**src/verilog/ltx_params.svh**
```systemverilog
`ifndef LTX_PARAMS_SVH
`define LTX_PARAMS_SVH

// Two-flop pin synchroniser depth, stated for reference only; the bench does not use it.
`define LTX_SYNC_STAGES 2

// PRBS generator taps (bit positions in the shift register) and seed.
`define LTX_PRBS15_MSB 14
`define LTX_PRBS15_TAP 13
`define LTX_PRBS23_MSB 22
`define LTX_PRBS23_TAP 17
`define LTX_PRBS_SEED 23'h7fffff
`define LTX_PRBS_ZERO 23'h000000

// DS3 alarm signal frame geometry: 7 subframes, 8 blocks, 85 bits per block.
`define LTX_AIS_SUB_LAST 3'h6
`define LTX_AIS_BLK_LAST 3'h7
`define LTX_AIS_POS_LAST 7'h54
`define LTX_AIS_POS_OH 7'h00

// Overhead bit values: F bits per block, M bits per subframe.
`define LTX_AIS_F_BITS 8'h82
`define LTX_AIS_M_BITS 7'h20
`define LTX_AIS_X_SUBS 7'h03

`endif

```
**src/verilog/ltx_pkg.sv**
```systemverilog
package ltx_pkg;

	// Resolved state of a three-level control pin.
	typedef enum logic [1:0] {
		LTX_TRI_LOW = 2'b00,
		LTX_TRI_HIGH = 2'b01,
		LTX_TRI_FLOAT = 2'b10,
		LTX_TRI_RSVD = 2'b11
	} ltx_tri_t;

	// Selected line standard.
	typedef enum logic [1:0] {
		LTX_STD_E3 = 2'b00,
		LTX_STD_DS3 = 2'b01,
		LTX_STD_STS1 = 2'b10
	} ltx_std_t;

	// Transmit data source.
	typedef enum logic [2:0] {
		LTX_SRC_NORMAL = 3'b000,
		LTX_SRC_ONES = 3'b001,
		LTX_SRC_ALT = 3'b010,
		LTX_SRC_AIS = 3'b011,
		LTX_SRC_PRBS15 = 3'b100,
		LTX_SRC_PRBS23 = 3'b101
	} ltx_src_t;

	// All pins seen by the block, captured together by the synchroniser.
	typedef struct packed {
		ltx_tri_t line_standard_sel;
		ltx_tri_t tds_hi;
		ltx_tri_t tds_lo;
		ltx_tri_t tts_n;
		ltx_tri_t rx_monitor_sel;
		ltx_tri_t clock_edge_invert_sel;
		ltx_tri_t tx_negative_in;
		logic efe;
		logic zero_suppress_coding_en_n_n;
		logic mclk_low;
		logic transmit_clock_in;
		logic tpos;
	} ltx_pins_t;

	// Decoded control outputs.
	typedef struct packed {
		ltx_std_t std;
		ltx_src_t src;
		logic nrz_mode;
		logic driver_en;
		logic ja_tx;
		logic ja_rx;
		logic preamp_en;
		logic factory_test;
	} ltx_ctrl_t;

endpackage : ltx_pkg

```
**src/verilog/ltx_tx_select.sv**
```systemverilog
`include "ltx_params.svh"

// Notes on behaviour
// - Standard pin: low E3, high DS3, float STS-1.
// - Extended enable high: source from selects and standard.
// - Extended enable low: always send framer data.
// - Select 00 framer data; 01 unframed ones.
// - Select 10: alternating, or DS3 alarm signal.
// - Select 11: 2^23-1 on E3, else 2^15-1.
// - Suppression low: coder and NRZ; high: bipolar.
// - NRZ mode: data on positive input, negative ignored.
// - Clock invert low: rising edge; otherwise falling.
// - Tri-state: low off, high on, float adds attenuator.
// - Monitor float: attenuator receive side, preamp off.
// - Internal oscillator strap forces upper select low.
// - Undefined float states only flag factory test.
module ltx_tx_select
	import ltx_pkg::*;
(
	input wire logic clk_i,
	input wire logic reset_i,
	input wire ltx_tri_t line_standard_sel_i,
	input wire ltx_tri_t tx_source_sel_hi_i,
	input wire ltx_tri_t tx_source_sel_lo_i,
	input wire ltx_tri_t tx_driver_tristate_n_i,
	input wire ltx_tri_t rx_monitor_sel_i,
	input wire ltx_tri_t clock_edge_invert_sel_i,
	input wire ltx_tri_t tx_negative_in_i,
	input wire logic extended_features_en_i,
	input wire logic zero_suppress_coding_en_n_i,
	input wire logic master_clock_low_i,
	input wire logic transmit_clock_in_i,
	input wire logic tx_positive_or_nrz_in_i,
	output logic tx_pos_o,
	output logic tx_neg_o,
	output logic bit_strobe_o,
	output ltx_ctrl_t ctrl_o
);

	// Whole state of the block.
	typedef struct packed {
		ltx_pins_t meta;
		ltx_pins_t pins;
		logic transmit_clock_in_prev;
		logic pos;
		logic neg;
		logic strobe;
		ltx_ctrl_t ctrl;
	} ltx_state_t;

	ltx_state_t st_r;
	ltx_state_t st_nxt;
	ltx_pins_t pin_now;
	ltx_ctrl_t dec;
	logic take;
	logic gen_bit;
	logic src_bit;

	// Raw pins gathered into one bundle for the synchroniser.
	assign pin_now = '{line_standard_sel: line_standard_sel_i, tds_hi: tx_source_sel_hi_i,
		tds_lo: tx_source_sel_lo_i, tts_n: tx_driver_tristate_n_i, rx_monitor_sel: rx_monitor_sel_i,
		clock_edge_invert_sel: clock_edge_invert_sel_i, tx_negative_in: tx_negative_in_i, efe: extended_features_en_i,
		zero_suppress_coding_en_n_n: zero_suppress_coding_en_n_i, mclk_low: master_clock_low_i,
		transmit_clock_in: transmit_clock_in_i, tpos: tx_positive_or_nrz_in_i};

	// Pick the transmit clock edge that samples the framer data.
	always_comb begin
		if (st_r.pins.clock_edge_invert_sel == LTX_TRI_LOW) begin
			take = st_r.pins.transmit_clock_in & ~st_r.transmit_clock_in_prev;
		end else begin
			take = ~st_r.pins.transmit_clock_in & st_r.transmit_clock_in_prev;
		end
	end

	// Decode of the control pins from their synchronised copies.
	always_comb begin
		dec = '0;
		// Line standard.
		case (st_r.pins.line_standard_sel)
			LTX_TRI_LOW: dec.std = LTX_STD_E3;
			LTX_TRI_HIGH: dec.std = LTX_STD_DS3;
			default: dec.std = LTX_STD_STS1;
		endcase
		// Source selection; a float on a select or the negative pin only flags test.
		dec.src = LTX_SRC_NORMAL;
		if (st_r.pins.efe) begin
			if (st_r.pins.tds_lo == LTX_TRI_FLOAT
				|| (st_r.pins.tds_hi == LTX_TRI_FLOAT && !st_r.pins.mclk_low)) begin
				dec.factory_test = 1'b1;
			end else if (st_r.pins.tds_hi == LTX_TRI_HIGH && !st_r.pins.mclk_low) begin
				if (st_r.pins.tds_lo == LTX_TRI_LOW) begin
					dec.src = (dec.std == LTX_STD_DS3) ? LTX_SRC_AIS : LTX_SRC_ALT;
				end else begin
					dec.src = (dec.std == LTX_STD_E3) ? LTX_SRC_PRBS23 : LTX_SRC_PRBS15;
				end
			end else if (st_r.pins.tds_lo == LTX_TRI_HIGH) begin
				dec.src = LTX_SRC_ONES;
			end
		end
		if (st_r.pins.tx_negative_in == LTX_TRI_FLOAT || st_r.pins.tts_n == LTX_TRI_RSVD) begin
			dec.factory_test = 1'b1;
		end
		// Coding mode.
		dec.nrz_mode = ~st_r.pins.zero_suppress_coding_en_n_n;
		// Driver, attenuator and preamp.
		dec.driver_en = st_r.pins.tts_n != LTX_TRI_LOW;
		dec.preamp_en = st_r.pins.rx_monitor_sel == LTX_TRI_HIGH;
		if (st_r.pins.rx_monitor_sel == LTX_TRI_FLOAT) begin
			dec.ja_rx = 1'b1;
		end else begin
			dec.ja_tx = st_r.pins.tts_n == LTX_TRI_FLOAT;
		end
	end

	// Pattern generator advances once per sampled bit.
	ltx_pattern_gen u_gen (
		.clk_i(clk_i),
		.reset_i(reset_i),
		.step_i(take),
		.mode_i(dec.src),
		.bit_o(gen_bit)
	);

	// Bit that feeds the encoder: framer data or an internal pattern.
	always_comb begin
		case (dec.src)
			LTX_SRC_NORMAL: src_bit = st_r.pins.tpos;
			LTX_SRC_ONES: src_bit = 1'b1;
			default: src_bit = gen_bit;
		endcase
	end

	// Next state: synchroniser, edge history, sampled bits and decoded controls.
	always_comb begin
		st_nxt = st_r;
		st_nxt.meta = pin_now;
		st_nxt.pins = st_r.meta;
		st_nxt.transmit_clock_in_prev = st_r.pins.transmit_clock_in;
		st_nxt.ctrl = dec;
		st_nxt.strobe = take;
		if (take) begin
			st_nxt.pos = src_bit;
			// Negative input only counts for framer data on the bipolar interface.
			st_nxt.neg = dec.src == LTX_SRC_NORMAL && !dec.nrz_mode
				&& st_r.pins.tx_negative_in == LTX_TRI_HIGH;
		end
	end

	// State register.
	always_ff @(posedge clk_i or posedge reset_i) begin
		if (reset_i) begin
			st_r <= '0;
		end else begin
			st_r <= st_nxt;
		end
	end

	assign tx_pos_o = st_r.pos;
	assign tx_neg_o = st_r.neg;
	assign bit_strobe_o = st_r.strobe;
	assign ctrl_o = st_r.ctrl;
endmodule : ltx_tx_select

```
**src/verilog/ltx_pattern_gen.sv**
```systemverilog
`include "ltx_params.svh"

// Internal pattern source: alternating, DS3 alarm signal and two PRBS lengths.
module ltx_pattern_gen
	import ltx_pkg::*;
(
	input wire logic clk_i,
	input wire logic reset_i,
	input wire logic step_i,
	input wire ltx_src_t mode_i,
	output logic bit_o
);

	// Whole state of the generator.
	typedef struct packed {
		logic [22:0] lfsr;
		logic alt;
		logic [2:0] sub;
		logic [2:0] blk;
		logic [6:0] pos;
	} ltx_gen_state_t;

	ltx_gen_state_t st_r;
	ltx_gen_state_t st_nxt;
	logic ais_bit;
	logic [7:0] f_bits; // F overhead bit per block, indexed by block number.
	logic [6:0] m_bits; // X and M overhead bits per subframe, indexed by subframe.

	// Overhead bit tables held as plain vectors so a block or subframe index picks one bit.
	assign f_bits = `LTX_AIS_F_BITS;
	assign m_bits = `LTX_AIS_X_SUBS | `LTX_AIS_M_BITS;

	// Alarm-signal bit for the current frame position: payload 1010, C bits zero.
	always_comb begin
		if (st_r.pos != `LTX_AIS_POS_OH) begin
			ais_bit = st_r.pos[0];
		end else if (st_r.blk[0]) begin
			ais_bit = f_bits[st_r.blk];
		end else if (st_r.blk == 3'h0) begin
			ais_bit = m_bits[st_r.sub];
		end else begin
			ais_bit = 1'b0;
		end
	end

	// Output bit chosen from the mode; PRBS output is inverted as usual for these lengths.
	always_comb begin
		case (mode_i)
			LTX_SRC_ALT: bit_o = st_r.alt;
			LTX_SRC_AIS: bit_o = ais_bit;
			LTX_SRC_PRBS15: bit_o = ~st_r.lfsr[`LTX_PRBS15_MSB];
			LTX_SRC_PRBS23: bit_o = ~st_r.lfsr[`LTX_PRBS23_MSB];
			default: bit_o = 1'b1;
		endcase
	end

	// Advance every generator by one bit per step; the shared PRBS register steps as 23-bit only in PRBS23 mode, else as 15-bit.
	always_comb begin
		st_nxt = st_r;
		if (step_i) begin
			st_nxt.alt = ~st_r.alt;
			if (mode_i == LTX_SRC_PRBS23) begin
				st_nxt.lfsr = {st_r.lfsr[21:0],
					st_r.lfsr[`LTX_PRBS23_MSB] ^ st_r.lfsr[`LTX_PRBS23_TAP]};
			end else begin
				st_nxt.lfsr = {8'h00, st_r.lfsr[13:0],
					st_r.lfsr[`LTX_PRBS15_MSB] ^ st_r.lfsr[`LTX_PRBS15_TAP]};
			end
			if (st_nxt.lfsr == `LTX_PRBS_ZERO) begin
				st_nxt.lfsr = `LTX_PRBS_SEED;
			end
			if (st_r.pos == `LTX_AIS_POS_LAST) begin
				st_nxt.pos = `LTX_AIS_POS_OH;
				st_nxt.blk = st_r.blk + 3'h1;
				if (st_r.blk == `LTX_AIS_BLK_LAST) begin
					st_nxt.sub = (st_r.sub == `LTX_AIS_SUB_LAST) ? 3'h0 : st_r.sub + 3'h1;
				end
			end else begin
				st_nxt.pos = st_r.pos + 7'h01;
			end
		end
	end

	// State register.
	always_ff @(posedge clk_i or posedge reset_i) begin
		if (reset_i) begin
			st_r <= '{lfsr: `LTX_PRBS_SEED, alt: 1'b1, sub: 3'h0, blk: 3'h0, pos: 7'h00};
		end else begin
			st_r <= st_nxt;
		end
	end
endmodule : ltx_pattern_gen

```
**config.mk**
```make
export PLATFORM = sky130hd
export DESIGN_NAME = ltx_tx_select
export DESIGN_NICKNAME = d
export VERILOG_FILES = /design/src/verilog/ltx_pkg.sv /design/src/verilog/ltx_tx_select.sv /design/src/verilog/ltx_pattern_gen.sv
export VERILOG_INCLUDE_DIRS = /design/src /design/src/verilog
export SDC_FILE = /design/constraint.sdc
export NUM_CORES = 1
export LEC_CHECK = 0
export BUFFER_PORTS_ARGS = -buffer_cell sky130_fd_sc_hd__buf_4
export CORE_MARGIN = 8
export CORE_UTILIZATION = 30
export CTS_BUF_LIST = sky130_fd_sc_hd__clkbuf_4
export CTS_CLUSTER_SIZE = 24
export DETAILED_ROUTE_END_ITERATION = 16
export PLACE_DENSITY = 0.43
export SLEW_MARGIN = 15
export SYNTH_ARGS = -nofsm -noshare
export SYNTH_HDL_FRONTEND = slang
export SYNTH_SLANG_ARGS = --single-unit
```
**constraint.sdc**
```tcl
create_clock -name clk_i -period 5.9 [get_ports clk_i]
set_clock_uncertainty 0.1 [all_clocks]
set_input_delay 0.59 -clock clk_i [delete_from_list [all_inputs] [get_ports clk_i]]
set_output_delay 0.59 -clock clk_i [all_outputs]
set_load 0.1 [all_outputs]
```
; ---- Yosys cells after proc, flatten, opt, wreduce, memory -nomap -nowiden
; Memory sizes are Yosys's and may differ from the RTL's.
; Index checks and enable logic that the tools add are counted.
[classes]
bitwise = 10
mux = 26
n_reduce_logical = 18
order_cmp = 2
n_addsub = 3
eq_ne = 20
[ops]
columns = cell, n
row1 = $mux 23, 3
row2 = $logic_not 23->1, 1
row3 = $mux 3, 5
row4 = $mux 1, 14
row5 = $eq 2x1->1 const B, 6
row6 = $eq 2x2->1 const B, 6
row7 = $eq 3x3->1 const B, 4
row8 = $logic_not 2->1, 4
row9 = $lt 3x4->1 const B, 2
row10 = $add 7x1->7 const B, 1
row11 = $eq 7x7->1 const B, 1
row12 = $mux 7, 1
row13 = $reduce_bool 7->1, 1
row14 = $add 3x1->3 const B, 2
row15 = $eq 3x2->1 const B, 2
row16 = $logic_not 3->1, 2
row17 = $not 1->1, 6
row18 = $logic_and 1x1->1, 4
row19 = $pmux 1 s4, 1
row20 = $pmux 2 s2, 1
row21 = $eq 3x1->1 const B, 1
row22 = $reduce_and 3->1, 1
row23 = $and 1x1->1, 2
row24 = $logic_or 1x1->1, 2
row25 = other kinds (5), 6
[totals]
in_bits = 21
rom_bits = 16
reg_bits = 90
n_memories = 2
out_inout_bits = 14
wordCells = 122
[memory_table]
columns = memory, depth, word_bits, rd, rd_clocked_by_memory_dff, write_ports, line_no
row1 = (no name shown), 8, 1, 1, 0, 0, ltx_pattern_gen.sv:40  ; ais_bit = m_bits[st_r.sub];
row2 = (no name shown), 8, 1, 1, 0, 0, ltx_pattern_gen.sv:38  ; ais_bit = f_bits[st_r.blk];

; ---- Longest topological paths before layout
; Gate-level depths: netlist of the first run.
[logic_depth]
depth_word = 13
depth_mapped = 8
mapped_depth_nobuf = 7

; ---- Cells and area by module
; A second synthesis of the first run with hierarchy kept.
[unflattened]
hier_cells = 280
area_unflattened_um2 = 3515.9
[by_module_without_submodules]
columns = mod, seq_area_each_um2, cells_per_inst, area_each_um2, n_inst
row1 = ltx_pattern_gen, 955.9, 175, 1853.0, 1
row2 = ltx_tx_select, 1326.3, 105, 1662.8, 1

; ---- Worst setup path after synthesis of the first run
; No wires, ideal clock.
[synth_path]
path_kind = register to register
startpoint = register u_gen.st_r[0] (netlist bit)
endpoint = register u_gen.st_r[10] (netlist bit)
required_time_ps = 5672
path_buffers = 1
path_stages_with_launch = 8
period_less_slack_ps = 2007
t_arrival_ps = 1780
setup_slack_ps = 3893
setup_ps = 128
path_cell_list = dfrtp_1 > inv_1 > ha_1 > nor3b_1 > and4_1 > clkbuf_1 > and3_1 > mux2_1
[synth_via]
elab_chain_len = 2
[synth_rtl]
columns = element, line_no
row1 = start: declaration, ltx_pattern_gen.sv:23  ; ltx_gen_state_t st_r;
row2 = start signal: assignment, ltx_pattern_gen.sv:87  ; st_r <= '{lfsr: `LTX_PRBS_SEED, alt: 1'b1, sub: 3'h0, blk: 3'h0, pos: 7'h00};
row3 = start signal: assignment, ltx_pattern_gen.sv:89  ; st_r <= st_nxt;
row4 = $eq 7x7->1 (no line), --
row5 = $reduce_and 3->1 (no line), --
; Every way passes these cells.
; A chain may end at the register's enable or synchronous reset.

; ---- Worst setup path after layout of the first run
[layout_path]
startpoint = register st_r[14] (netlist bit)
endpoint = register u_gen.st_r[10] (netlist bit)
[layout_via]
elab_chain_len = 4
word_cells_on_any_way = 5
cone_classes = mux: 1 / bitwise: 3 / reduce/logical: 1
[layout_rtl]
columns = element, line_no
row1 = start: declaration, ltx_tx_select.sv:51  ; ltx_state_t st_r;
row2 = start signal: assignment, ltx_tx_select.sv:154  ; st_r <= st_nxt;
row3 = $not 1->1, ltx_tx_select.sv:69  ; take = st_r.pins.transmit_clock_in & ~st_r.transmit_clock_in_prev;
row4 = $and 1x1->1, ltx_tx_select.sv:69
row5 = $mux 1 (*), ltx_tx_select.sv:68  ; if (st_r.pins.clock_edge_invert_sel == LTX_TRI_LOW) begin
row6 = $reduce_and 3->1 (no line) (*), --
; Every way passes the cells marked *; elsewhere a longest branch is shown, timed or not.

==> results.cfg, run 1 <==
[layout]
drive_gt1_share_pct = 23.7
final_cell_mix = 66 x dfrtp_1, 57 x nand2_1, 36 x buf_4, 24 x dfstp_2, 23 x nand3_1
final_common_cell = dfrtp_1
area_delta_synth_final_pct = 12.0
fillers = 1185
fin_nets = 356

[global_route]
grt_use_met3_pct = 2.58
grt_max_degree = 91
grt_util_met2_pct = 12.9
grt_first_pass_wirelength_mm = 10.9
grtUsageMet1_pct = 12.3
antenna_found_initial = 1
grt_pass1_vias = 2203
overflow = 0
grt_util_all_layers_pct = 9.09
busiest_layer = met2

[timing]
tns_ns = 0
finalCritPeriodShare_pct = 43.4
hold_viol = 0
slew_headroom_pct = 47.5
tightest_slew_ns = 0.788
rsz0062_at_grt = false
final-max-slew-violation-count = 0
fmaxAchievable_mhz = 391
period_needed_ns = 2.56
setup_violations = 0

[power_and_ir_drop]
comb_power_share_pct = 17.4
ir_drop_mv = 0.112
power.internal_uw = 916
powerDensity_nw_per_um2 = 336
seq_power_share_pct = 62.5
switching_power_uw = 405
power.leakage_nw = 1.74
switching_share_pct = 30.7
finalPower_mw = 1.32
pwr-share-clk_pct = 20.1

[die]
initial_core_util_pct = 30.7
rows = 39
dieArea_um2 = 15400
core_area_um2 = 11400
ios = 35
die_y_um = 124
die_w_um = 124

[yosys]
synth_edf_count = 0
synth_seq_cells = 90
synth_fp_nets = 330
synthArstFlopShare_pct = 100
ys_seq_area_share_pct = 65.0
synth_ff_type = dfrtp_1
yosysWarnings = 0
avgSynthCellArea_um2 = 11.5
synth.distinct_cells = 46
syn_inst = 304
syn-cell-area_um2 = 3510

[clock_network]
htree_levels = 3
ctsHoldBuffers = 0
root_buffer = clkbuf_4
insertion_delay_ns = 0.42
clock-sinks = 90
cts_tree = done
cts.repair.resized = 0
clk_pin_slew_worst_paths_ns = 0.12
cts_buffers = 9
postCtsSetupBuffers = 0
max-clock-path-buffers = 2

[critical_path]
startpoint_type = flop
cp.required_ns = 6.11
end_kind = flop
crit_fanout = 31
worstPathCellList = or4b_1 -> o21a_1 -> buf_4 -> inv_2 -> and3_1 -> mux2_1
slowest_stage = or4b_1
cp_slowest_stage_delay_ns = 0.52
arrival_ns = 2.77
worst-setup-path-type = flop to flop

[flow_run]
cap_violations = 0

[route]
drt-total-wl_mm = 6.16
drt-initial-drc-count = 117
ant_nets = 0
routed_via_density = 4.49
drc = 0
dr.pass1.iters = 4
vias = 2147
wl_per_cell_um = 12.9

[placement]
dp_hpwl_mm = 3.96
place.gp.congestion = 0.721
io_buffers = 34

[min_path]
hold_class = input pin to flop

[run_status]
status = complete, no violations
-- synth_stat cells (2+ instances only) --
library cell,number,area (µm²)
dfstp_2,24,631
nor4_1,3,18.8
a21oi_1,9,45.0
o211ai_1,3,22.5
o21ai_0,6,30.0
inv_1,8,30.0
ha_1,5,62.6
a31oi_1,3,18.8
nor3b_1,4,30.0
and2_1,2,12.5
nor2_1,9,33.8
nor2b_1,5,31.3
o21ai_1,9,45.0
nand2_1,57,214
and3_1,3,18.8
mux2_1,3,33.8
nor3_1,5,25.0
o2111ai_1,4,35.0
nand3_1,23,115
clkbuf_1,4,15.0
buf_2,4,20.0
dfrtp_1,66,1650
nand4_1,3,18.8
or3b_1,2,17.5
xnor2_1,7,61.3
buf_4,13,97.6
-- sequential cells by signal (all words and copies together) (netlist names) --
signal and flops:
tx_neg_o 1, st_nxt 20, bit_strobe_o 1, st_r 19, tx_pos_o 1, u_gen.st_r 37
ctrl_o 11
-- final cells by class --
class / count / area (µm²) / area share (%)
sequential: 90 / 2280 / 58.1
multi-input combinational: 183 / 1060 / 26.9
timing repair buffer: 37 / 282 / 7.16
tap: 143 / 179 / 4.55
clock buffer: 9 / 67.6 / 1.72
inverter: 9 / 35.0 / 0.891
clock inverter: 6 / 25.0 / 0.637
antenna: 1 / 2.50 / 0.0637
-- per-layer routing --
layer  wire (µm)  vias up  part of all wire, %
met3         216        7                  3.5
met4         108        0                  1.8
met5           0        -                    0
met1        3090     1031                   50
li1            -     1076                    -
met2        2740       33                   45
-- worst paths after layout --
path | start | endpoint | slack (ns) | cells past startpoint
worst min-delay path | tx_negative_in_i[1] | st_nxt[21] | 0.17 | 1
min in group asynchronous | reset_i | st_nxt[26] | 0.28 | 3
worst max register to register | st_r[14] | u_gen.st_r[10] | 3.34 | 6
worst max-delay path | st_r[14] | u_gen.st_r[10] | 3.34 | 6
max in group asynchronous | reset_i | st_r[23] | 4.90 | 3
worst min register to register | st_nxt[15] | st_r[15] | 0.26 | 0
-- critical path, delay by kind of cell (launching register included) --
family	cells	cell delay [ns]
flip-flops	1	0.39
AND/OR/NAND/NOR	2	0.83
AO/OA/AOI/OAI	1	0.12
multiplexers	1	0.34
buffers and inverters	2	0.66
-- power by group through the flow --
stage | logic [mW] | clock network (mW) | registers, mW
5_1_grt | 0.263 | 0.314 | 0.842
3_5_place_dp | 0.233 | 0 | 0.836
2_1_floorplan | 0.176 | 0 | 0.828
3_3_place_gp | 0.233 | 0 | 0.836
6_report | 0.230 | 0.265 | 0.825
4_1_cts | 0.234 | 0.286 | 0.825
-- kinds of logic (layout without fill, tap and decap cells) --
| kind of cell | count (synthesis) | count (layout) | share of synthesized area [%] |
|---|---|---|---|
| simple gates | 125 | 125 | 17.9 |
| flops | 90 | 90 | 65.0 |
| compound gates | 40 | 40 | 6.92 |
| buf+inv | 31 | 61 | 4.85 |
| xor+xnor | 8 | 8 | 2.00 |
| fa+ha+maj | 5 | 5 | 1.78 |
| mux | 5 | 5 | 1.57 |
| other cells | 0 | 1 | 0 |
-- metrics by stage --
step / utilization (%) / instance area, µm² / cells / hold slack (ns) / setup WS (ns)
2_1_floorplan: - / 3510 / 304 / 0.231 / 2.91
3_3_place_gp: 33.6 / 3830 / 462 / 0.235 / 3.41
3_5_place_dp: 33.6 / 3830 / 462 / 0.235 / 3.36
4_1_cts: 34.4 / 3920 / 477 / 0.124 / 3.34
5_1_grt: 34.4 / 3930 / 478 / 0.122 / 3.23
6_report: 34.4 / 3930 / 478 / 0.171 / 3.34
(Power assumes the default switching activity.)
==> run 2: changes to the inputs <==
==> constraint.sdc (replaced) <==
create_clock -name clk_i -period 2.7 [get_ports clk_i]
set_clock_uncertainty 0.1 [all_clocks]
set_input_delay 0.27 -clock clk_i [delete_from_list [all_inputs] [get_ports clk_i]]
set_output_delay 0.27 -clock clk_i [all_outputs]
set_load 0.1 [all_outputs]
==> results.cfg, run 2 (synthesis gave the netlist of run 1 again) <==
[layout]
final_cell_mix = 66 x dfrtp_1, 57 x nand2_1, 40 x buf_4, 24 x dfstp_2, 23 x nand3_1
fin_area_um2 = 4200
final_common_cell = dfrtp_1
largest_register_ffs = 37
fillers = 1164
fin_nets = 380
area_delta_synth_final_pct = 19.8
drive_gt1_share_pct = 24.5
largest_register = u_gen.st_r

[route]
drt-total-wl_mm = 6.52
wl_per_cell_um = 13.0
drc = 0
routed_via_density = 4.52
ant_nets = 0
vias = 2274
dr.pass1.iters = 4
drt-initial-drc-count = 107

[critical_path]
cp_slowest_stage_delay_ns = 0.51
startpoint_type = flop
end_kind = flop
cp.required_ns = 2.91
slowest_stage = or4b_1
worstPathCellList = or4b_1 -> o21a_1 -> inv_2 -> buf_4 -> nand3_1 -> a21oi_1 -> o22ai_1
crit_fanout = 20
crit_buf_inv = 2
cpLargestDelayFamily = simple AND/OR/NAND/NOR gates
arrival_ns = 2.43
worst-setup-path-type = flop to flop

[clock_network]
cts_tree = done
postCtsSetupBuffers = 0
htree_levels = 3
clk_pin_slew_worst_paths_ns = 0.15
cts_buffers = 9
max-clock-path-buffers = 2
root_buffer = clkbuf_4
cts.repair.resized = 0
ctsHoldBuffers = 20
clock-sinks = 90
insertion_delay_ns = 0.44

[flow_run]
cap_violations = 0

[power_and_ir_drop]
power.leakage_nw = 1.86
powerDensity_nw_per_um2 = 721
finalPower_mw = 3.03
ir_drop_mv = 0.258

[die]
rows = 39
ios = 35
die_w_um = 124
initial_core_util_pct = 30.7
core_area_um2 = 11400
dieArea_um2 = 15400
die_y_um = 124

[run_status]
status = complete, no violations

[timing]
slew_headroom_pct = 49.0
hold_viol = 0
finalCritPeriodShare_pct = 82.3
setup_violations = 0
hold_ws_ns = 0.266
tightest_slew_ns = 0.764
rsz0062_at_grt = false
final-max-slew-violation-count = 0
period_needed_ns = 2.22
tns_ns = 0
fmaxAchievable_mhz = 450

[global_route]
grtUsageMet1_pct = 11.8
overflow = 0
antenna_found_initial = 1
grt_util_all_layers_pct = 9.27
grt_util_met2_pct = 13.9
busiest_layer = met2
grt_pass1_vias = 2309
grt_use_met3_pct = 2.22
grt_first_pass_wirelength_mm = 11.1
grt_max_degree = 47

[placement]
io_buffers = 34
dp_hpwl_mm = 4.46
place.gp.congestion = 0.714
placed_area_um2 = 3870

[min_path]
hold_class = flop to flop
-- run 2: cell count changes in the layout (fill, tap and decap cells not counted), moves of 3 or more --
cell / delta
buf_4: +4
dlygate4sd3_1: +20
inv_6: +3
clkinv_1: -4
-- run 2: per-stage QoR --
| step | util, % | std cells | setup slack [ns] |
|---|---|---|---|
| finish | 36.8 | 503 | 0.478 |
| global route | 36.8 | 503 | 0.335 |
| CTS | 36.8 | 502 | 0.464 |
| detailed placement | 33.9 | 466 | 0.511 |
| global placement | 33.9 | 466 | 0.542 |
| floorplan | - | 304 | 0.0345 |
-- run 2: layout make-up --
class                           instances  area (µm²)  share of cell area [%]
Antenna cell                            1        2.50                  0.0595
Clock buffer                            9        67.6                    1.61
Clock inverter                          7        58.8                    1.40
Inverter                                9        35.0                   0.834
Multi-Input combinational cell        183        1060                    25.2
Sequential cell                        90        2280                    54.3
Tap cell                              143         179                    4.26
Timing Repair Buffer                   61         520                    12.4
-- run 2: path summary, 6_finish.rpt --
path | startpoint | end | slack, ns | cells past startpoint
setup / recovery | st_r[14] | tx_pos_o | 0.48 | 7
hold / removal | st_nxt[33] | st_r[33] | 0.27 | 0
setup reg to reg | st_r[14] | tx_pos_o | 0.48 | 7
hold reg to reg | st_nxt[33] | st_r[33] | 0.27 | 0
max in group asynchronous | reset_i | u_gen.st_r[28] | 1.35 | 4
min in group asynchronous | reset_i | st_nxt[21] | 0.39 | 3
-- run 2: routing by layer --
metal	wire length (µm)	up-vias
li1	-	1123
met1	3140	1104
met2	3030	32
met3	183	15
met4	168	0
met5	0	-
-- run 2: report_power, final --
part	internal [mW]	leakage (nW)	total [mW]	switching [mW]
registers	1.63	1.05	1.80	0.172
logic	0.224	0.737	0.535	0.311
clock network	0.206	0.0692	0.691	0.486
-- run 2: worst register-to-register path: cells and delay by family (launching register included) --
kind / cells / cell delay [ns]
AO/OA/AOI/OAI: 3 / 0.48
buffers and inverters: 2 / 0.51
flip-flops: 1 / 0.40
AND/OR/NAND/NOR: 2 / 0.61
==> run 3: changes to the inputs <==
--- a/config.mk
+++ b/config.mk
@@ -12,7 +12,7 @@
 export CTS_BUF_LIST = sky130_fd_sc_hd__clkbuf_4
 export CTS_CLUSTER_SIZE = 24
 export DETAILED_ROUTE_END_ITERATION = 16
-export PLACE_DENSITY = 0.43
+export PLACE_DENSITY = 0.45
 export SLEW_MARGIN = 15
 export SYNTH_ARGS = -nofsm -noshare
 export SYNTH_HDL_FRONTEND = slang
==> constraint.sdc (replaced) <==
create_clock -name clk_i -period 1.97 [get_ports clk_i]
set_clock_uncertainty 0.1 [all_clocks]
set_input_delay 0.197 -clock clk_i [delete_from_list [all_inputs] [get_ports clk_i]]
set_output_delay 0.197 -clock clk_i [all_outputs]
set_load 0.1 [all_outputs]
==> results.cfg, run 3 (synthesis gave the netlist of run 1 again) <==
[power_and_ir_drop]
pwr-share-clk_pct = 25.2
power.leakage_nw = 1.94
ir_drop_mv = 0.375
switching_share_pct = 31.5
powerDensity_nw_per_um2 = 998
comb_power_share_pct = 18.2
power.internal_mw = 2.99
seq_power_share_pct = 56.6
switching_power_mw = 1.37

[placement]
io_buffers = 34
dp.cells = 478
dp_hpwl_mm = 4.32
dp_slack_ns = 0.0247
place.gp.congestion = 0.744

[critical_path]
cp_slowest_stage_delay_ns = 0.43
regToRegSetupSlack_ns = 0.07
end_kind = flop
worst-setup-path-type = flop to flop
crit_cells = 5
startpoint_type = flop
r2r_end = tx_pos_o
crit_buf_inv = 0
rr_startpoint = st_r[17]
cp.required_ns = 2.25
arrival_ns = 2.18
slowest_stage = or3b_4
crit_fanout = 4
rr_worst_depth = 5
cpLargestDelayFamily = simple AND/OR/NAND/NOR gates
worstPathCellList = or3b_4 -> nor4b_4 -> mux2i_1 -> a21oi_1 -> o22ai_1

[route]
drt-initial-drc-count = 98
drc = 0
vias = 2292
wl_per_cell_um = 13.0
dr.pass1.iters = 4
routed_via_density = 4.45
ant_nets = 0
drt-total-wl_mm = 6.72

[clock_network]
clock-sinks = 90
max-clock-path-buffers = 2
htree_levels = 3
clk_pin_slew_worst_paths_ns = 0.16
cts_tree = done
cts_buffers = 9
root_buffer = clkbuf_4
insertion_delay_ns = 0.45

[layout]
fin_nets = 393
largest_register = u_gen.st_r
final_core_util_pct = 38.3
largest_register_ffs = 37
final_cell_mix = 66 x dfrtp_1, 57 x nand2_1, 51 x buf_4, 24 x dfstp_2, 23 x nand3_1
final_common_cell = dfrtp_1
drive_gt1_share_pct = 29.0
layout.cells.non_filler = 515
diodes = 0
area_delta_synth_final_pct = 24.5

[die]
die_w_um = 124
dieArea_um2 = 15400
die_y_um = 124
ios = 35
initial_core_util_pct = 30.7
rows = 39
core_area_um2 = 11400

[timing]
period_needed_ns = 1.90
finalCritPeriodShare_pct = 96.6
worst_slack_ns = 0.0665
tightest_slew_ns = 0.476
hold_viol = 0
slew_headroom_pct = 68.3
fmaxAchievable_mhz = 525
setup_violations = 0
rsz0062_at_grt = true
final-max-slew-violation-count = 0

[global_route]
overflow = 0
grt_util_all_layers_pct = 9.91
grt_first_pass_wirelength_mm = 11.8
grt_pass1_vias = 2321
antenna_found_initial = 0
grt_max_degree = 91

[min_path]
hold_depth = 0
whs_endpoint = st_r[32]
hold_class = flop to flop
hold_start = st_nxt[32]

[flow_run]
cap_violations = 0

[run_status]
status = complete, no violations
## run 3: cell count changes in the layout (fill, tap and decap cells not counted), sizes merged
cell      change
buf          +13
bufinv        +1
clkinv        -2
clkinvlp      +1
diode         -1
## run 3: worst max path at each step
| stage | from | end | slack [ns] |
|---|---|---|---|
| 2_1_floorplan | u_gen.st_r[0] | u_gen.st_r[10] | 0.05 |
| 3_3_place_gp | st_r[31] | tx_neg_o | 0.04 |
| 3_5_place_dp | st_r[14] | u_gen.st_r[10] | 0.02 |
| 4_1_cts | st_r[31] | tx_pos_o | 0.01 |
| 5_1_grt | st_r[17] | tx_pos_o | -0.04 |
| 6_report | st_r[17] | tx_pos_o | 0.07 |
## run 3: routing by layer
layer	vias to the layer above	GRT usage (%)	part of all wire [%]
li1	1147	-	-
met1	1104	13.8	50
met2	34	13.6	44
met3	7	3.40	3.4
met4	0	4.24	1.7
met5	-	0	0
## run 3: cell type report
class                   instances  area [µm²]
multi-input cells             183        1090
well taps                     143         179
inverters                       9        40.0
fillers                      1152        7050
clock buffers                   9        67.6
repair buffers                 74         629
clock inverters                 7        82.6
flip-flops and latches         90        2280
## run 3: metrics by stage
stage                     instance area [µm²]  power (mW)  hold WS (ns)  TNS, ns
after global placement                   3970        3.23         0.206        0
after global routing                     4370        4.65         0.236  -0.0362
after floorplan                          3510        3.01         0.128        0
after detailed placement                 3970        3.25         0.208        0
final                                    4370        4.36         0.261        0
after CTS                                4320        4.40         0.235        0
## run 3: what timing repair did
| action | 4_1_cts | 5_1_grt |
|---|---|---|
| gates resized for setup | 1 | 12 |
| setup buffers | 0 | 1 |
| pin swaps | 1 | 2 |
| hold endpoints to repair | 85 | 0 |
| hold buffers | 20 | 0 |
| setup endpoints to repair | 1 | 24 |
## run 3: power by group through the flow
stage / logic [mW] / registers, mW / clock network, mW
2_1_floorplan: 0.528 / 2.48 / 0
3_3_place_gp: 0.741 / 2.49 / 0
3_5_place_dp: 0.754 / 2.50 / 0
4_1_cts: 0.788 / 2.47 / 1.15
5_1_grt: 0.897 / 2.52 / 1.23
6_report: 0.795 / 2.47 / 1.10
